<file path="src/hpd_pkg.sv">
// constants for the host-to-pci outbound address decoder
// assumes a 34-bit host address and a 32-bit pci address/data bus
package hpd_pkg;
    localparam int HADR_W = 34;
    // region select on host address bits 33:28
    localparam logic [5:0] RGN_CSR   = 6'h1a;
    localparam logic [5:0] RGN_IACK  = 6'h1b;
    localparam logic [4:0] RGN_IO    = 5'h0e;  // bits 33:29
    localparam logic [4:0] RGN_CFG   = 5'h0f;  // bits 33:29
    // pci bus commands
    localparam logic [3:0] CMD_IACK  = 4'h0;
    localparam logic [3:0] CMD_SPEC  = 4'h1;
    localparam logic [3:0] CMD_IORD  = 4'h2;
    localparam logic [3:0] CMD_IOWR  = 4'h3;
    localparam logic [3:0] CMD_CFGRD = 4'ha;
    localparam logic [3:0] CMD_CFGWR = 4'hb;
    // low-active byte enables
    localparam logic [3:0] BE_NONE   = 4'hf;
    localparam logic [3:0] BE_ALL    = 4'h0;
    localparam logic [3:0] BE_B0     = 4'he;
    localparam logic [3:0] BE_B1     = 4'hd;
    localparam logic [3:0] BE_B2     = 4'hb;
    localparam logic [3:0] BE_B3     = 4'h7;
    localparam logic [3:0] BE_W0     = 4'hc;
    localparam logic [3:0] BE_W1     = 4'h9;
    localparam logic [3:0] BE_W2     = 4'h3;
    localparam logic [3:0] BE_T0     = 4'h8;
    localparam logic [3:0] BE_T1     = 4'h1;
    // size codes on host bits 4:3
    localparam logic [1:0] SZ_BYTE   = 2'h0;
    localparam logic [1:0] SZ_WORD   = 2'h1;
    localparam logic [1:0] SZ_TRI    = 2'h2;
    localparam logic [1:0] SZ_LONG   = 2'h3;
    localparam logic [4:0] DEV_LIMIT = 5'h15;
    localparam logic [7:0] XTN_ZERO  = 8'h00;
    localparam logic [1:0] BUS_PRI   = 2'h0;
    localparam logic [1:0] BUS_SEC   = 2'h1;
    localparam logic [31:0] AD_ZERO  = 32'h0000_0000;
    localparam logic [20:0] IDSEL_ONE = 21'h00_0001;
endpackage

</file>
<file path="src/hpd_decode.sv">
// host_to_pci_io_config_decode: decodes one host bus access per request
// into pci address, command, byte enables and data-phase count
// assumes requests are single-cycle pulses from logic on clock_i
`timescale 1ns/10ps
// Contract
// sparse io region reads/writes give io commands
// host bits 28:8 go to ad 23:3
// ad 31:24 zero or extension register
// byte and word enables, ad 2:0 mapping
// tribyte, longword, quadword enables and address
// illegal size codes still complete
// byte enables are active low
// software avoids sparse io quadwords
// bridge register region always claimed
// iack region reads give interrupt acknowledge
// iack region writes give special cycle
// software uses longword stores there
// config region gives config read/write
// config ad 1:0 from extension register
// function and register select from host bits
// primary bus one-hot device select
// secondary bus number and device fields
// config byte masks as sparse io
// primary target needs ad 1:0 zero
// pci bridges forward or reissue config
// host bits 4:3 from longword mask
// small accesses use one data phase
module hpd_decode
    import hpd_pkg::*;
(
    input  wire logic              clock_i,
    input  wire logic              srst_i,
    input  wire logic              req_i,
    input  wire logic              write_i,
    input  wire logic [HADR_W-1:0] host_bus_address_i,
    input  wire logic [7:0]        host_longword_write_mask_i,
    input  wire logic [7:0]        io_config_addr_extension_reg_i,
    output logic                   pci_req_o,
    output logic                   csr_claim_o,
    output logic                   miss_o,
    output logic [31:0]            pci_ad_o,
    output logic [3:0]             pci_cmd_o,
    output logic [3:0]             pci_be_n_o,
    output logic [1:0]             pci_phases_o
);
    logic [1:0]  size_w;
    logic [1:0]  lane_w;
    logic        qw_w;
    logic [3:0]  be_w;
    logic [2:0]  alo_w;
    logic        is_io;
    logic        is_cfg;
    logic        is_csr;
    logic        is_iack;
    logic [7:0]  fixed_zero_addr_extension;
    logic [20:0] idsel_w;
    logic [4:0]  dev_w;

    assign fixed_zero_addr_extension = XTN_ZERO;
    assign lane_w = host_bus_address_i[6:5];
    assign dev_w  = host_bus_address_i[20:16];

    // derive host bits 4:3 from the longword mask
    always_comb
    begin
        size_w = host_longword_write_mask_i[1:0];
        if (write_i)
        begin
            if (host_longword_write_mask_i[1:0] != 2'h0)
                size_w = SZ_BYTE;
            else if (host_longword_write_mask_i[3:2] != 2'h0)
                size_w = SZ_WORD;
            else if (host_longword_write_mask_i[5:4] != 2'h0)
                size_w = SZ_TRI;
            else
                size_w = SZ_LONG;
        end
    end

    assign qw_w = (size_w == SZ_LONG) && (lane_w == 2'h3);

    // byte enable and low address generation, active low
    always_comb
    begin
        be_w  = BE_ALL;
        alo_w = {host_bus_address_i[7], lane_w};
        unique case (size_w)
            SZ_BYTE:
            begin
                unique case (lane_w)
                    2'h0: be_w = BE_B0;
                    2'h1: be_w = BE_B1;
                    2'h2: be_w = BE_B2;
                    2'h3: be_w = BE_B3;
                endcase
            end
            SZ_WORD:
            begin
                if (lane_w == 2'h0)
                    be_w = BE_W0;
                else if (lane_w == 2'h1)
                    be_w = BE_W1;
                else if (lane_w == 2'h2)
                    be_w = BE_W2;
            end
            SZ_TRI:
            begin
                if (lane_w == 2'h0)
                    be_w = BE_T0;
                else if (lane_w == 2'h1)
                    be_w = BE_T1;
            end
            SZ_LONG:
            begin
                be_w = BE_ALL;
                if (qw_w)
                    alo_w = 3'h0;
            end
        endcase
    end

    // one-hot device select for primary bus
    always_comb
    begin
        idsel_w = 21'h00_0000;
        if (dev_w < DEV_LIMIT)
            idsel_w = IDSEL_ONE << dev_w;
    end

    assign is_io   = host_bus_address_i[33:29] == RGN_IO;
    assign is_cfg  = host_bus_address_i[33:29] == RGN_CFG;
    assign is_csr  = host_bus_address_i[33:28] == RGN_CSR;
    assign is_iack = host_bus_address_i[33:28] == RGN_IACK;

    // request strobe and claim flags
    always_ff @(posedge clock_i)
    begin
        if (srst_i)
        begin
            pci_req_o   <= 1'b0;
            csr_claim_o <= 1'b0;
            miss_o      <= 1'b0;
        end
        else
        begin
            pci_req_o   <= req_i && (is_io || is_cfg || is_iack);
            csr_claim_o <= req_i && is_csr;
            miss_o      <= req_i && !(is_io || is_cfg || is_iack
                                      || is_csr);
        end
    end

    // address, command, enables and phase count
    always_ff @(posedge clock_i)
    begin
        if (srst_i)
        begin
            pci_ad_o     <= AD_ZERO;
            pci_cmd_o    <= CMD_IORD;
            pci_be_n_o   <= BE_NONE;
            pci_phases_o <= 2'h0;
        end
        else if (req_i && is_io)
        begin
            pci_cmd_o  <= write_i ? CMD_IOWR : CMD_IORD;
            pci_ad_o   <= {(host_bus_address_i[28:23] == 6'h00)
                           ? fixed_zero_addr_extension
                           : io_config_addr_extension_reg_i,
                           host_bus_address_i[28:8],
                           alo_w};
            pci_be_n_o <= be_w;
            pci_phases_o <= qw_w ? 2'h2 : 2'h1;
        end
        else if (req_i && is_iack)
        begin
            pci_cmd_o    <= write_i ? CMD_SPEC : CMD_IACK;
            pci_ad_o     <= AD_ZERO;
            pci_be_n_o   <= write_i ? BE_ALL : be_w;
            pci_phases_o <= qw_w ? 2'h2 : 2'h1;
        end
        else if (req_i && is_cfg)
        begin
            pci_cmd_o  <= write_i ? CMD_CFGWR : CMD_CFGRD;
            pci_be_n_o <= be_w;
            pci_phases_o <= qw_w ? 2'h2 : 2'h1;
            if (io_config_addr_extension_reg_i[1:0] == BUS_PRI)
                pci_ad_o <= {idsel_w,
                             host_bus_address_i[15:13],
                             host_bus_address_i[12:7],
                             io_config_addr_extension_reg_i[1:0]};
            else
                pci_ad_o <= {8'h00,
                             host_bus_address_i[28:21],
                             dev_w,
                             host_bus_address_i[15:13],
                             host_bus_address_i[12:7],
                             io_config_addr_extension_reg_i[1:0]};
        end
    end

    // spot checks across io, register, iack and config decode
    iocmd_a: assert property (@(posedge clock_i) disable iff (srst_i)
        req_i && is_io && write_i |=> pci_req_o && pci_cmd_o == CMD_IOWR)
        else $error("io write command wrong");
    iohi_a: assert property (@(posedge clock_i) disable iff (srst_i)
        req_i && is_io && host_bus_address_i[28:23] == 6'h00
        |=> pci_ad_o[31:24] == 8'h00)
        else $error("low io extension not zero");
    ioadr_a: assert property (@(posedge clock_i) disable iff (srst_i)
        req_i && is_io |=>
        pci_ad_o[23:3] == $past(host_bus_address_i[28:8]))
        else $error("io address bits wrong");
    bytebe_a: assert property (@(posedge clock_i) disable iff (srst_i)
        req_i && is_io && size_w == SZ_BYTE |=>
        $countones(pci_be_n_o) == 3)
        else $error("byte enable not one lane");
    csrclm_a: assert property (@(posedge clock_i) disable iff (srst_i)
        req_i && is_csr |=> csr_claim_o && !pci_req_o)
        else $error("register access not claimed");
    iackcmd_a: assert property (@(posedge clock_i) disable iff (srst_i)
        req_i && is_iack |=>
        pci_cmd_o == ($past(write_i) ? CMD_SPEC : CMD_IACK))
        else $error("iack region command wrong");
    cfgbus_a: assert property (@(posedge clock_i) disable iff (srst_i)
        req_i && is_cfg |=>
        pci_ad_o[1:0] == $past(io_config_addr_extension_reg_i[1:0]))
        else $error("config bus select wrong");
    cfgone_a: assert property (@(posedge clock_i) disable iff (srst_i)
        req_i && is_cfg && io_config_addr_extension_reg_i[1:0] == BUS_PRI
        |=> $countones(pci_ad_o[31:11]) <= 1)
        else $error("device select not one-hot");
    onephs_a: assert property (@(posedge clock_i) disable iff (srst_i)
        req_i && (is_io || is_cfg) && !qw_w |=> pci_phases_o == 2'h1)
        else $error("small access not single phase");

    // io command, extension and low address
    iordcmd_a: assert property (@(posedge clock_i) disable iff (srst_i)
        req_i && is_io && !write_i |=> pci_req_o && pci_cmd_o == CMD_IORD)
        else $error("io read command wrong");
    ioext_a: assert property (@(posedge clock_i) disable iff (srst_i)
        req_i && is_io && host_bus_address_i[28:23] != 6'h00
        |=> pci_ad_o[31:24] == $past(io_config_addr_extension_reg_i))
        else $error("io extension not used");
    ioalo_a: assert property (@(posedge clock_i) disable iff (srst_i)
        req_i && is_io && !qw_w |=>
        pci_ad_o[2:0] == $past(host_bus_address_i[7:5]))
        else $error("io low address wrong");

    // byte enables per size and lane, active low
    bytelane_a: assert property (@(posedge clock_i) disable iff (srst_i)
        req_i && is_io && size_w == SZ_BYTE |=>
        !pci_be_n_o[$past(lane_w)])
        else $error("byte lane not enabled");
    wordbe_a: assert property (@(posedge clock_i) disable iff (srst_i)
        req_i && is_io && size_w == SZ_WORD && lane_w == 2'h0
        |=> pci_be_n_o == BE_W0)
        else $error("low word enables wrong");
    wordhi_a: assert property (@(posedge clock_i) disable iff (srst_i)
        req_i && is_io && size_w == SZ_WORD && lane_w == 2'h2
        |=> pci_be_n_o == BE_W2)
        else $error("high word enables wrong");
    tribe_a: assert property (@(posedge clock_i) disable iff (srst_i)
        req_i && is_io && size_w == SZ_TRI && lane_w == 2'h1
        |=> pci_be_n_o == BE_T1)
        else $error("upper tribyte enables wrong");
    longbe_a: assert property (@(posedge clock_i) disable iff (srst_i)
        req_i && is_io && size_w == SZ_LONG && lane_w == 2'h0
        |=> pci_be_n_o == BE_ALL && pci_phases_o == 2'h1)
        else $error("longword enables wrong");
    quadadr_a: assert property (@(posedge clock_i) disable iff (srst_i)
        req_i && is_io && qw_w |=> pci_ad_o[2:0] == 3'h0
        && pci_be_n_o == BE_ALL && pci_phases_o == 2'h2)
        else $error("quadword access wrong");
    illegal_a: assert property (@(posedge clock_i) disable iff (srst_i)
        req_i && (is_io || is_cfg) && size_w == SZ_TRI && lane_w[1]
        |=> pci_req_o && pci_be_n_o == BE_ALL)
        else $error("illegal size not completed");
    rdsize_a: assert property (@(posedge clock_i) disable iff (srst_i)
        req_i && is_io && !write_i
        && host_longword_write_mask_i[1:0] == SZ_WORD && lane_w == 2'h1
        |=> pci_be_n_o == BE_W1)
        else $error("read size not from mask");
    wrsize_a: assert property (@(posedge clock_i) disable iff (srst_i)
        req_i && is_io && write_i && host_longword_write_mask_i == 8'h10
        && lane_w == 2'h0 |=> pci_be_n_o == BE_T0)
        else $error("write size not from mask");

    // iack, special cycle and strobe decode
    iackad_a: assert property (@(posedge clock_i) disable iff (srst_i)
        req_i && is_iack && !write_i |=> pci_ad_o == AD_ZERO
        && pci_be_n_o == $past(be_w))
        else $error("iack cycle fields wrong");
    specbe_a: assert property (@(posedge clock_i) disable iff (srst_i)
        req_i && is_iack && write_i |=> pci_cmd_o == CMD_SPEC
        && pci_be_n_o == BE_ALL)
        else $error("special cycle fields wrong");
    miss_a: assert property (@(posedge clock_i) disable iff (srst_i)
        req_i && !(is_io || is_cfg || is_iack || is_csr)
        |=> miss_o && !pci_req_o && !csr_claim_o)
        else $error("unclaimed access not flagged");
    onestb_a: assert property (@(posedge clock_i) disable iff (srst_i)
        $onehot0({pci_req_o, csr_claim_o, miss_o}))
        else $error("more than one strobe");
    idle_a: assert property (@(posedge clock_i) disable iff (srst_i)
        !req_i |=> !pci_req_o && !csr_claim_o && !miss_o)
        else $error("strobe without request");
    hold_a: assert property (@(posedge clock_i) disable iff (srst_i)
        !req_i |=> $stable(pci_ad_o) && $stable(pci_cmd_o)
        && $stable(pci_be_n_o) && $stable(pci_phases_o))
        else $error("address phase not held");

    // configuration command, address fields and byte mask
    cfgcmd_a: assert property (@(posedge clock_i) disable iff (srst_i)
        req_i && is_cfg |=> pci_req_o
        && pci_cmd_o == ($past(write_i) ? CMD_CFGWR : CMD_CFGRD))
        else $error("config command wrong");
    cfgreg_a: assert property (@(posedge clock_i) disable iff (srst_i)
        req_i && is_cfg |=>
        pci_ad_o[10:2] == $past(host_bus_address_i[15:7]))
        else $error("function or register wrong");
    cfgsel_a: assert property (@(posedge clock_i) disable iff (srst_i)
        req_i && is_cfg && io_config_addr_extension_reg_i[1:0] == BUS_PRI
        && dev_w < DEV_LIMIT |=> pci_ad_o[11 + $past(dev_w)]
        && $countones(pci_ad_o[31:11]) == 1)
        else $error("device select line wrong");
    cfgnone_a: assert property (@(posedge clock_i) disable iff (srst_i)
        req_i && is_cfg && io_config_addr_extension_reg_i[1:0] == BUS_PRI
        && dev_w >= DEV_LIMIT |=> pci_ad_o[31:11] == 21'h00_0000)
        else $error("device select not cleared");
    cfgsec_a: assert property (@(posedge clock_i) disable iff (srst_i)
        req_i && is_cfg && io_config_addr_extension_reg_i[1:0] != BUS_PRI
        |=> pci_ad_o[31:24] == 8'h00
        && pci_ad_o[23:11] == $past(host_bus_address_i[28:16]))
        else $error("secondary bus fields wrong");
    cfgbe_a: assert property (@(posedge clock_i) disable iff (srst_i)
        req_i && is_cfg && size_w == SZ_BYTE |=>
        !pci_be_n_o[$past(lane_w)] && $countones(pci_be_n_o) == 3)
        else $error("config byte mask wrong");

    c_iord_c: cover property (@(posedge clock_i) req_i && is_io && !write_i);
    c_cfgsec_c: cover property (@(posedge clock_i) req_i && is_cfg
        && io_config_addr_extension_reg_i[1:0] == BUS_SEC);
    c_spec_c: cover property (@(posedge clock_i) req_i && is_iack && write_i);
    c_quad_c: cover property (@(posedge clock_i) req_i && is_io && qw_w);
    c_cfgpri_c: cover property (@(posedge clock_i) req_i && is_cfg
        && io_config_addr_extension_reg_i[1:0] == BUS_PRI);
endmodule // hpd_decode

</file>
<file path="config.mk">
export PLATFORM = sky130hd
export DESIGN_NAME = hpd_decode
export DESIGN_NICKNAME = d
export VERILOG_FILES = /design/src/hpd_pkg.sv /design/src/hpd_decode.sv
export SDC_FILE = /design/constraint.sdc
export NUM_CORES = 1
export LEC_CHECK = 0
export ABC_AREA = 1
export ABC_CLOCK_PERIOD_IN_PS = 2710
export BUFFER_PORTS_ARGS = -buffer_cell sky130_fd_sc_hd__buf_2
export CAP_MARGIN = 5
export CORE_ASPECT_RATIO = 1.4
export CORE_MARGIN = 8
export CORE_UTILIZATION = 30
export CTS_BUF_LIST = sky130_fd_sc_hd__clkbuf_2
export DETAILED_ROUTE_END_ITERATION = 7
export GPL_TIMING_DRIVEN = 1
export PLACE_DENSITY = 0.53
export SYNTH_ARGS = -nofsm -noshare
export SYNTH_HDL_FRONTEND = slang
export SYNTH_SLANG_ARGS = --single-unit
</file>
<file path="constraint.sdc">
create_clock -name clock_i -period 2.71 [get_ports clock_i]
set_input_delay 0.271 -clock clock_i [delete_from_list [all_inputs] [get_ports clock_i]]
set_output_delay 0.271 -clock clock_i [all_outputs]
set_load 0.05 [all_outputs]
</file>
After elaboration in Yosys (flattened, before gate mapping)
Cells that the tools add are included.
{ "classes": {"magnitude_cmp": 1, "n_mux": 33, "eq_ne": 10, "n_shift": 1, "reduce_logical": 19} }
{ "ops": {"columns": ["cell", "count"], "rows": [
  ["32-bit 2-to-1 mux", 4],
  ["4-bit 2-to-1 mux", 10],
  ["4-bit one-hot mux with 4 select lines", 2],
  ["21-bit 2-to-1 mux", 1],
  ["1-bit by 5-bit << shifter with 21-bit output (first input constant)", 1],
  ["2-bit 2-to-1 mux", 8],
  ["6-bit by 5-bit equality test with 1-bit output (second input constant)", 2],
  ["5-bit by 4-bit equality test with 1-bit output (second input constant)", 2],
  ["2-bit equality test (second input constant)", 4],
  ["8-bit 2-to-1 mux", 1],
  ["1-bit logical AND", 7],
  ["2-bit zero test", 3],
  ["6-bit zero test", 1],
  ["3-bit 2-to-1 mux", 2],
  ["2-bit nonzero test", 3],
  ["5-bit less-than comparator (second input constant)", 1],
  ["1-bit 2-to-1 mux", 5],
  ["2-bit by 1-bit equality test with 1-bit output (second input constant)", 2],
  ["1-bit logical OR", 3],
  ["3-bit nonzero test", 1],
  ["1-bit zero test", 1]
]} }
{ "totals": {"output_inout_bits": 45, "reg_bits": 45, "input_bits": 54, "wordCells": 71} }

Logic depth before layout (Yosys ltp)
Gate-level depths: netlist of the first run.
{ "logic_depth": {"ltp_word": 11, "depth_mapped": 12} }

Worst setup path after synthesis of the first run
No wires, ideal clock.
{ "synth_timing": {"kind": "in2reg", "start": "input host_bus_address_i[31]", "end": "register pci_ad_o[31]", "arrival_time_ps": 1113, "required_ps": 2600, "path_stages": 12, "setup_slack_ps": 1487, "cell_sequence": "inv_1 nor2_2 nand2_1 nand2_1 nand2_2 nand2_4 inv_2 buf_6 nand2_1 nand3_1 nand2_1 inv_1"} }
{ "synth_between": {"elab_chain_len": 4, "elab_cells_between_ends": 9, "classes_between": "eq/ne: 3; mux: 2; reduce/logical: 4"} }
{ "synth_lines": {"columns": ["element", "line", "text"], "rows": [
  ["from (decl)", "hpd_decode.sv:35", "input wire logic [HADR_W-1:0] host_bus_address_i,"],
  ["6-bit by 5-bit equality test with 1-bit output", "hpd_decode.sv:133", "assign is_iack = host_bus_address_i[33:28] == RGN_IACK;"],
  ["1-bit logical AND", "hpd_decode.sv:174", "else if (req_i && is_iack)"],
  ["32-bit 2-to-1 mux", "hpd_decode.sv:174", null],
  ["32-bit 2-to-1 mux", "hpd_decode.sv:163", "else if (req_i && is_io)"],
  ["to (signal assigned)", "hpd_decode.sv:166", "pci_ad_o <= {(host_bus_address_i[28:23] == 6'h00)"],
  ["to (signal assigned)", "hpd_decode.sv:187", "pci_ad_o <= {idsel_w,"],
  ["to (signal assigned)", "hpd_decode.sv:192", "pci_ad_o <= {8'h00,"],
  ["to (decl)", "hpd_decode.sv:41", "output logic [31:0] pci_ad_o,"]
]} }
Parallel ways exist; a longest one is shown, timed or not.
A chain may end at the register's enable or synchronous reset.

Worst setup path after layout of the first run
{ "layout_timing": {"start": "input host_bus_address_i[32]", "end": "register pci_be_n_o[0]"} }
{ "layout_between": {"elab_chain_len": 4, "elab_cells_between_ends": 9, "classes_between": "eq/ne: 3; mux: 2; reduce/logical: 4"} }
{ "layout_lines": {"columns": ["element", "line", "text"], "rows": [
  ["6-bit by 5-bit equality test with 1-bit output", "hpd_decode.sv:133", null],
  ["1-bit logical AND", "hpd_decode.sv:174", null],
  ["4-bit 2-to-1 mux", "hpd_decode.sv:174", null],
  ["4-bit 2-to-1 mux", "hpd_decode.sv:163", null],
  ["to (signal assigned)", "hpd_decode.sv:171", "pci_be_n_o <= be_w;"],
  ["to (signal assigned)", "hpd_decode.sv:178", "pci_be_n_o <= write_i ? BE_ALL : be_w;"],
  ["to (signal assigned)", "hpd_decode.sv:184", "pci_be_n_o <= be_w;"],
  ["to (decl)", "hpd_decode.sv:43", "output logic [3:0] pci_be_n_o,"]
]} }
Parallel ways exist; a longest one is shown, timed or not.

==> impl_metrics.env, run 1 <==
export IMPL_status="finished clean"
export IMPL_cts_tree="done"
export IMPL_clkTransAtPathRegs_ns=0.26
export IMPL_min_period_over_period=0.5288
export IMPL_yosys_cell_count_top_type="nand2_1"
export IMPL_cts_max_level=2
export IMPL_wl_met2_um=4042
export IMPL_cp_required_ns=3.14
export IMPL_syn_area_mm2=0.002497
export IMPL_yosys_area_top_type="dfxtp_1"
export IMPL_maxSlewHeadroom=0.5925
export IMPL_whs_path_depth=3
export IMPL_grt_pass1_wl_um=12830
export IMPL_wire_per_inst_um=13.97
export IMPL_drt_wl_total_um=8072
export IMPL_ir_drop_mv=0.1617
export IMPL_drv_cap=0
export IMPL_seq_area_um2=880.8
export IMPL_tns_ns=0
export IMPL_die_x_um=93.11
export IMPL_drtPass1Iterations=4
export IMPL_min_to="csr_claim_o$_SDFF_PP0_"
export IMPL_hp_start="req_i"
export IMPL_start_util=0.3065
export IMPL_ff2ff_setup_slack_ns=1.97
export IMPL_end_kind="register"
export IMPL_hold_class="in2reg"
export IMPL_drc=0
export IMPL_grt_pass1_vias=2678
export IMPL_die_y_um=124.0
export IMPL_synth_cell_types=26
export IMPL_ys_ff_latch=44
export IMPL_io_buffers=90
export IMPL_yosys_area_top_type_share=0.3527
export IMPL_yosys_most_used_dff="dfxtp_1"
export IMPL_multi_input_area_mm2=0.001305
export IMPL_synth_cells=383
export IMPL_worst_pin_slew_ns=0.6105
export IMPL_grt_max_degree=25
export IMPL_critPathLaunchType="primary input"
export IMPL_drive_above_1_share=0.2458
export IMPL_clockBufferDepth=2
export IMPL_cp_max_fo=24
export IMPL_synth_simple_area_share=0.3652
export IMPL_cts_inserted_buffers=5
export IMPL_pre_cts_ws_ns=0.7661
export IMPL_synth_xor_area_frac=0
export IMPL_finalCriticalPeriod_ns=1.433
export IMPL_rsz0062_at_grt="no"
export IMPL_nFillCells=928
export IMPL_antenna_found_initial=0
export IMPL_slew_viol_final=0
export IMPL_synth_top_family_by_area="simple AND/OR/NAND/NOR gates"
export IMPL_worst_r2r_path_depth=4
export IMPL_core_mm2=0.008149
export IMPL_die_area_mm2=0.01154
export IMPL_met1Wirelength_um=3341
export IMPL_top_layer_used="met4"
export IMPL_synthTopCellsByCount="nand2_1 (104), nand3_1 (56), inv_1 (50)"
export IMPL_vias=2727
export IMPL_worstPathArrival_ns=1.86
export IMPL_grtUsageTotal=0.1388
export IMPL_p_leak_nw=1.637
export IMPL_yosysSeqAreaShare=0.3527
export IMPL_cts_root_buf="clkbuf_2"
export IMPL_synthArstFlopShare=0
export IMPL_dp_hpwl_um=6168
export IMPL_synth_compound_area_frac=0.1207
export IMPL_cts_sinks=44
export IMPL_rows=39
export IMPL_finClkSkew_ns=0
export IMPL_hold_violations=0
export IMPL_ios=99
export IMPL_synth_area_mux_share=0
export IMPL_synthTopCellsByArea="dfxtp_1 (35%), nand2_1 (16%), nand3_1 (11%)"
export IMPL_gp_congestion=0.9160
export IMPL_yosys_warnings=0
export IMPL_ant_nets=0
export IMPL_via_per_inst=4.718
export IMPL_timing_final_ws_setup_ns=1.277
export IMPL_final_nets=536
export IMPL_max_freq_mhz=697.8
export IMPL_cts_resized=0
export IMPL_clk_latency_ns=0.45
export IMPL_powerDensity_mw_per_mm2=420.4
export IMPL_synth_edf_count=0
export IMPL_timing_rr_start="pci_ad_o[1]$_SDFFE_PP0P_"
export IMPL_areaGrowthSynthToFinish_pct=26.05
export IMPL_synth_fa_ha_area_frac=0.03507
export IMPL_path_class="in2reg"
export IMPL_drtIter0Drc=67
export IMPL_avgSynthCellArea_um2=6.521
export IMPL_overflow=0
export IMPL_syn_nets=444
export IMPL_r2r_end="pci_ad_o[1]$_SDFFE_PP0P_"
export IMPL_dr_wl_met3_um=519
export IMPL_diodes=0
export IMPL_setup_viol=0
export IMPL_post_cts_setup_buffers=0
==> flip-flops by register name (all words and copies together) (netlist names) <==
signal	count
pci_ad_o	32
pci_phases_o	2
pci_cmd_o	3
miss_o	1
csr_claim_o	1
pci_req_o	1
pci_be_n_o	4
==> layout make-up <==
cell class              instances  share of cell area
well taps                     102             0.04054
clock inverters                 3             0.01471
clock buffers                   5            0.007949
multi-input cells             267              0.4145
inverters                      56             0.06677
flip-flops and latches         44              0.2798
repair buffers                101              0.1757
==> cells in the final DEF (no fill, tap or decap), types with 2 or more instances in the layout <==
cell type and instances:
nand2_1 104, buf_2 90, nand3_1 56, inv_1 50
dfxtp_1 44, o22ai_1 22, nor2_1 21, a21oi_1 18
o21ai_0 13, nand4_1 8, dlygate4sd3_1 8, ha_1 7
nor3_1 6, inv_2 5, clkbuf_2 5, nor2_2 3
buf_4 3, nand2_2 2, or2_2 2
==> metrics by stage <==
stage	util	cell area, µm²	hold WS (ns)	cells	power, mW
after floorplan	-	2497	0.3401	383	0.8372
after global placement	0.3677	2997	0.4396	562	0.9184
after detailed placement	0.3677	2997	0.4417	562	0.9208
after CTS	0.3802	3098	0.002321	573	1.342
after global routing	0.3863	3148	0.01586	578	1.397
final	0.3863	3148	0.09520	578	1.323
==> critical path: stages <==
cell and delay, ns:
buf_2 0.12, nand2_1 0.08, nor2_2 0.15, nand3_4 0.25, nand2_4 0.31, inv_2 0.26
o21ai_2 0.27, nand2_1 0.08, nand2_1 0.05
==> power by group <==
group,internal (mW),switching (mW)
combinational,0.0803,0.167
sequential,0.663,0.00633
clock,0.159,0.248
total,0.902,0.421
==> metal layers <==
layer,track usage,up-vias
met5,0,-
met2,0.2484,68
met3,0.04222,9
met4,0.05258,0
li1,-,1421
met1,0.1498,1229
==> repair_timing <==
item                                    in CTS  in global routing
hold buffers                                 3                  5
hold endpoints to repair                     3                  5
endpoints found under the setup margin       0                  0
==> how the worst max path moves through the flow <==
| stage | depth (start not counted) | endpoint | slack [ns] | start |
|---|---|---|---|---|
| 6_report | 9 | pci_be_n_o[0]$_SDFFE_PP1P_ | 1.28 | host_bus_address_i[32] |
| 5_1_grt | 8 | pci_be_n_o[1]$_SDFFE_PP1P_ | 1.13 | host_bus_address_i[29] |
| 4_1_cts | 1 | pci_ad_o[1] | 1.25 | pci_ad_o[1]$_SDFFE_PP0P_ |
| 3_5_place_dp | 8 | pci_be_n_o[0]$_SDFFE_PP1P_ | 0.77 | host_bus_address_i[29] |
| 3_3_place_gp | 9 | pci_be_n_o[1]$_SDFFE_PP1P_ | 0.77 | host_bus_address_i[32] |
| 2_1_floorplan | 12 | pci_ad_o[31]$_SDFFE_PP0P_ | 1.49 | host_bus_address_i[31] |
==> cells by family after synthesis <==
group | Yosys count
buf+inv | 72
compound gates | 54
fa+ha+maj | 7
simple gates | 205
flops | 44
other cells | 1
No activity file was read; power rests on OpenSTA's default activity.
==> inputs of run 2 (changes only) <==
ABC_CLOCK_PERIOD_IN_PS = 1300   (was 2710)
PLACE_DENSITY = 0.55   (was 0.53)
clock period = 1.3 ns   (was 2.71 ns; I/O delays follow)
==> run 2 against run 1 <==
  * Flip-flop and latch count is the same
  * Core utilization grew 5.1 points
  * Critical path depth grew 1
  * Worst setup slack lost 1.3 ns
  * Sequential power grew 110%
  * Clock-buffer cell count is the same
  * Via count grew 6.5%
  * Global-route usage grew 0.94 points
  * Wire length grew 5.9%
  * Sequential share of layout area shrank 3.1 points
  * Non-clock buffer count grew 36
  * First-iteration DRC count grew 66%
  * Critical path type unchanged
  * Critical endpoint is now pci_ad_o[2]$_SDFFE_PP0P_
  * Largest power group unchanged
==> impl_metrics.env, run 2 (synthesis gave the netlist of run 1 again) <==
export IMPL_status="finished clean"
export IMPL_cp_max_fo=11
export IMPL_cts_max_level=2
export IMPL_drtPass1Iterations=4
export IMPL_dp_hpwl_um=6467
export IMPL_rows=39
export IMPL_worstPathArrival_ns=1.66
export IMPL_switchingPower_mw=0.8928
export IMPL_hold_violations=0
export IMPL_p_comb_frac=0.211
export IMPL_pwr_share_clk=0.295
export IMPL_ios=99
export IMPL_ant_nets=0
export IMPL_final_nets=572
export IMPL_die_y_um=124.0
export IMPL_vias=2904
export IMPL_cpLargestDelayFamily="buffers and inverters"
export IMPL_drive_above_1_share=0.2813
export IMPL_cp_required_ns=1.67
export IMPL_setup_viol=0
export IMPL_clk_latency_ns=0.43
export IMPL_gp_congestion=0.9432
export IMPL_p_leak_nw=1.814
export IMPL_cts_tree="done"
export IMPL_pre_cts_ws_ns=0.0003143
export IMPL_crit_buf_inv=4
export IMPL_clkTransAtPathRegs_ns=0.24
export IMPL_via_per_inst=4.730
export IMPL_cts_root_buf="clkbuf_2"
export IMPL_powerDensity_mw_per_mm2=793.1
export IMPL_grtUsageTotal=0.1482
export IMPL_grt_pass1_wl_um=13700
export IMPL_pwr_share_seq=0.494
export IMPL_drc=0
export IMPL_grt_max_degree=18
export IMPL_drv_cap=0
export IMPL_top_regs="pci_ad_o: 32 flops, pci_be_n_o: 4 flops, pci_cmd_o: 3 flops"
export IMPL_critPathLaunchType="primary input"
export IMPL_core_mm2=0.008149
export IMPL_drt_wl_total_um=8548
export IMPL_mostFrequentLayoutCells="nand2_1 (104), buf_2 (67), nand3_1 (55)"
export IMPL_finClkSkew_ns=0
export IMPL_path_cells="buf_2 > nand2_1 > nor2_4 > nand3_4 > inv_1 > buf_12 > nand3_1 > nand2_1 > a21oi_1 > dlygate4sd3_1"
export IMPL_nFillCells=879
export IMPL_mostFrequentLayoutCell="nand2_1"
export IMPL_crit_top_cell="nand2_1"
export IMPL_cp_slowest_stage_delay_ns=0.56
export IMPL_netSwitchingFraction=0.3160
export IMPL_slew_viol_final=0
export IMPL_diodes=0
export IMPL_min_period_over_period=0.9980
export IMPL_finalCriticalPeriod_ns=1.297
export IMPL_cp_slowest_cell="dlygate4sd3_1"
export IMPL_grt_pass1_vias=2858
export IMPL_placed_area_mm2=0.003172
export IMPL_wire_per_inst_um=13.92
export IMPL_antenna_found_initial=0
export IMPL_whs_ns=0.02098
export IMPL_start_util=0.3065
export IMPL_die_area_mm2=0.01154
export IMPL_internal_power_mw=1.932
export IMPL_end_kind="register"
export IMPL_ir_drop_mv=0.4289
export IMPL_areaGrowthSynthToFinish_pct=42.64
export IMPL_cts_inserted_buffers=5
export IMPL_die_x_um=93.11
export IMPL_largest_reg_flops=32
export IMPL_cts_sinks=44
export IMPL_io_buffers=90
export IMPL_max_freq_mhz=770.7
export IMPL_hold_class="in2reg"
export IMPL_path_class="in2reg"
export IMPL_overflow=0
export IMPL_drtIter0Drc=111
export IMPL_fin_area_mm2=0.003562
export IMPL_tns_ns=0
export IMPL_regMostFlops="pci_ad_o"
export IMPL_timing_final_ws_setup_ns=0.002557
export IMPL_finalPower_mw=2.825
export IMPL_clockBufferDepth=2
[run 2: cell count changes in the layout (fill, tap and decap cells not counted), sizes merged]
cell and delta:
clkinv +2, inv -1, dlygate4sd3 +14, buf +2, clkbuf +20, clkinvlp -1
[run 2: final cells by class]
| cell class | count | area [µm²] | area share |
|---|---|---|---|
| multi-input combinational | 267 | 1318 | 0.3699 |
| tap | 102 | 127.6 | 0.03583 |
| clock inverter | 3 | 42.54 | 0.01194 |
| clock buffer | 5 | 25.02 | 0.007025 |
| inverter | 56 | 215.2 | 0.06041 |
| sequential | 44 | 885.9 | 0.2487 |
| timing repair buffer | 137 | 948.4 | 0.2662 |
[run 2: worst paths after layout]
path | from | endpoint | slack, ns | cells past startpoint
max | host_bus_address_i[32] | pci_ad_o[2]$_SDFFE_PP0P_ | 0.003 | 10
min | io_config_addr_extension_reg_i[3] | pci_ad_o[27]$_SDFFE_PP0P_ | 0.02 | 5
max reg2reg | pci_ad_o[2]$_SDFFE_PP0P_ | pci_ad_o[2]$_SDFFE_PP0P_ | 0.15 | 3
min reg2reg | pci_ad_o[9]$_SDFFE_PP0P_ | pci_ad_o[9]$_SDFFE_PP0P_ | 0.48 | 2
[run 2: layer usage]
layer	routed length, µm	share of wire	vias to the layer above	track usage
met2	4424	0.52	97	0.2698
met3	512	0.060	10	0.03920
met1	3460	0.40	1296	0.1619
met4	150	0.018	0	0.05056
li1	-	-	1501	-
met5	0	0	-	0
[run 2: stage by stage]
step           cells  utilization
5_1_grt          614       0.4371
6_report         614       0.4371
3_3_place_gp     582       0.3892
3_5_place_dp     582       0.3892
4_1_cts          613       0.4267
2_1_floorplan    383            -
[run 2: power by group through the flow]
| stage | clock network, mW | logic (mW) | registers [mW] |
|---|---|---|---|
| floorplan | 0 | 0.224 | 1.52 |
| global placement | 0 | 0.528 | 1.42 |
| detailed placement | 0 | 0.533 | 1.42 |
| CTS | 0.860 | 0.583 | 1.40 |
| global route | 0.897 | 0.656 | 1.40 |
| finish | 0.834 | 0.595 | 1.40 |
[run 2: timing repair]
action,4_1_cts,5_1_grt
setup buffers,0,2
pin swaps,0,1
endpoints found under the hold margin,21,0
hold buffers,23,0
setup endpoints to repair,3,23
gates resized for setup,3,31
[run 2: worst min-delay path, delay by kind of cell]
| kind | cells | cell delay, ns |
|---|---|---|
| buffers and inverters | 1 | 0.09 |
| AND/OR/NAND/NOR | 4 | 0.22 |
==> inputs of run 3 (changes only) <==
ABC_CLOCK_PERIOD_IN_PS = 1600   (was 1300)
PLACE_DENSITY = 0.53   (was 0.55)
SETUP_SLACK_MARGIN = 0.1   (was not set)
TNS_END_PERCENT = 5   (was not set)
clock period = 1.6 ns   (was 1.3 ns; I/O delays follow)
==> run 3 against run 2 <==
  * Clock-buffer cell count stayed put
  * Combinational power is 27% lower
  * Critical endpoint is now pci_ad_o[15]$_SDFFE_PP0P_
  * Largest cell class unchanged
  * Wire length down 7.3%
==> impl_metrics.env, run 3 (synthesis gave the netlist of run 1 again) <==
export IMPL_max_freq_mhz=711.5
export IMPL_clk_latency_ns=0.41
export IMPL_rows=39
export IMPL_vias=2777
export IMPL_die_y_um=124.0
export IMPL_setup_viol=0
export IMPL_nFillCells=909
export IMPL_drv_cap=0
export IMPL_tns_ns=0
export IMPL_r2r_end="pci_ad_o[0]$_SDFFE_PP0P_"
export IMPL_start_util=0.3065
export IMPL_worst_r2r_path_depth=4
export IMPL_finClkSkew_ns=0
export IMPL_cts_inserted_buffers=5
export IMPL_ir_drop_mv=0.3182
export IMPL_min_period_over_period=0.8784
export IMPL_hold_class="in2reg"
export IMPL_die_area_mm2=0.01154
export IMPL_drtPass1Iterations=4
export IMPL_cp_slowest_cell="dlygate4sd3_1"
export IMPL_hp_start="io_config_addr_extension_reg_i[2]"
export IMPL_cpLargestDelayFamily="buffers and inverters"
export IMPL_end_kind="register"
export IMPL_powerDensity_mw_per_mm2=686.9
export IMPL_hold_violations=0
export IMPL_ant_nets=0
export IMPL_cts_max_level=2
export IMPL_timing_rr_start="pci_ad_o[0]$_SDFFE_PP0P_"
export IMPL_whs_ns=0.04202
export IMPL_worstPathArrival_ns=1.76
export IMPL_cts_root_buf="clkbuf_2"
export IMPL_top_regs="pci_ad_o: 32 flops, pci_be_n_o: 4 flops, pci_cmd_o: 3 flops"
export IMPL_status="finished clean"
export IMPL_grt_pass1_wl_um=13030
export IMPL_min_to="pci_ad_o[26]$_SDFFE_PP0P_"
export IMPL_wire_per_inst_um=13.39
export IMPL_grtUsageTotal=0.1385
export IMPL_cp_required_ns=1.95
export IMPL_io_buffers=90
export IMPL_overflow=0
export IMPL_mostFrequentLayoutCell="nand2_1"
export IMPL_areaGrowthSynthToFinish_pct=31.01
export IMPL_final_nets=550
export IMPL_regMostFlops="pci_ad_o"
export IMPL_critPathLaunchType="primary input"
export IMPL_path_class="in2reg"
export IMPL_rsz0062_at_grt="yes"
export IMPL_gp_congestion=0.9423
export IMPL_drive_above_1_share=0.2571
export IMPL_grt_pass1_vias=2799
export IMPL_path_cells="dlygate4sd3_1 > buf_2 > inv_2 > nor2_2 > nand2_2 > nand2_4 > buf_4 > buf_4 > o22ai_1 > nand2_1 > nand2_1"
export IMPL_antenna_found_initial=0
export IMPL_diodes=0
export IMPL_drc=0
export IMPL_crit_buf_inv=5
export IMPL_mostFrequentLayoutCells="nand2_1 (104), buf_2 (90), nand3_1 (56)"
export IMPL_p_leak_nw=1.705
export IMPL_clkTransAtPathRegs_ns=0.27
export IMPL_grt_max_degree=20
export IMPL_die_x_um=93.11
export IMPL_slew_viol_final=0
export IMPL_cp_max_fo=11
export IMPL_cts_tree="done"
export IMPL_via_per_inst=4.691
export IMPL_core_mm2=0.008149
export IMPL_whs_path_depth=5
export IMPL_largest_reg_flops=32
export IMPL_drtIter0Drc=76
export IMPL_ios=99
export IMPL_finalCriticalPeriod_ns=1.406
export IMPL_finalPower_mw=2.247
export IMPL_dp_hpwl_um=6209
export IMPL_ff2ff_setup_slack_ns=0.80
export IMPL_clockBufferDepth=2
export IMPL_cts_sinks=44
export IMPL_finish_utilization=0.4015
export IMPL_cp_slowest_stage_delay_ns=0.52
export IMPL_drt_wl_total_um=7927
==> run 3: cell type report <==
type                            instances  area [µm²]  share of cell area
Tap cell                              102       127.6             0.03901
Sequential cell                        44       880.8              0.2692
Inverter                               56       212.7             0.06501
Multi-Input combinational cell        267        1305              0.3989
Clock inverter                          3       46.29             0.01415
Timing Repair Buffer                  115       674.4              0.2061
Clock buffer                            5       25.02            0.007648
==> run 3: how the worst max path moves through the flow <==
| stage | start | endpoint | cells after the start |
|---|---|---|---|
| finish | req_i | pci_ad_o[15]$_SDFFE_PP0P_ | 11 |
| global route | host_bus_address_i[26] | pci_ad_o[27]$_SDFFE_PP0P_ | 8 |
| CTS | req_i | pci_ad_o[24]$_SDFFE_PP0P_ | 12 |
| detailed placement | host_bus_address_i[30] | pci_ad_o[31]$_SDFFE_PP0P_ | 12 |
| global placement | host_bus_address_i[30] | pci_ad_o[31]$_SDFFE_PP0P_ | 12 |
| floorplan | host_bus_address_i[31] | pci_ad_o[31]$_SDFFE_PP0P_ | 12 |
==> run 3: metal layers <==
metal,share of wire,vias to the layer above,track usage,routed length [µm]
met5,0,-,0,0
met3,0.072,10,0.03920,570
li1,-,1452,-,-
met4,0.019,0,0.04853,148
met2,0.49,86,0.2480,3866
met1,0.42,1229,0.1527,3341
==> run 3: repair_timing <==
| item | in CTS | in global routing |
|---|---|---|
| buffers inserted | 0 | 2 |
| hold buffers | 12 | 1 |
| resized for setup | 0 | 2 |
| hold endpoints to repair | 12 | 3 |
| setup endpoints to repair | 0 | 25 |
==> run 3: stage by stage <==
stage / worst slack, ns / instances / area, µm²
final: 0.1945 / 592 / 3272
after detailed placement: 0.08444 / 569 / 3049
after global placement: 0.1111 / 569 / 3049
after floorplan: 0.4883 / 383 / 2497
after CTS: 0.1357 / 589 / 3241
after global routing: 0.07348 / 592 / 3272
==> run 3: power breakdown <==
group / switching [mW] / internal, mW / total (mW)
sequential: 0.0105 / 1.12 / 1.13
combinational: 0.284 / 0.149 / 0.432
clock: 0.412 / 0.269 / 0.681
==> run 3: worst register-to-register path: cells and delay by family (launching register included) <==
kind / cells / cell delay, ns
AND/OR/NAND/NOR: 1 / 0.07
buffers and inverters: 1 / 0.04
flip-flops: 1 / 0.41
AO/OA/AOI/OAI: 2 / 0.23
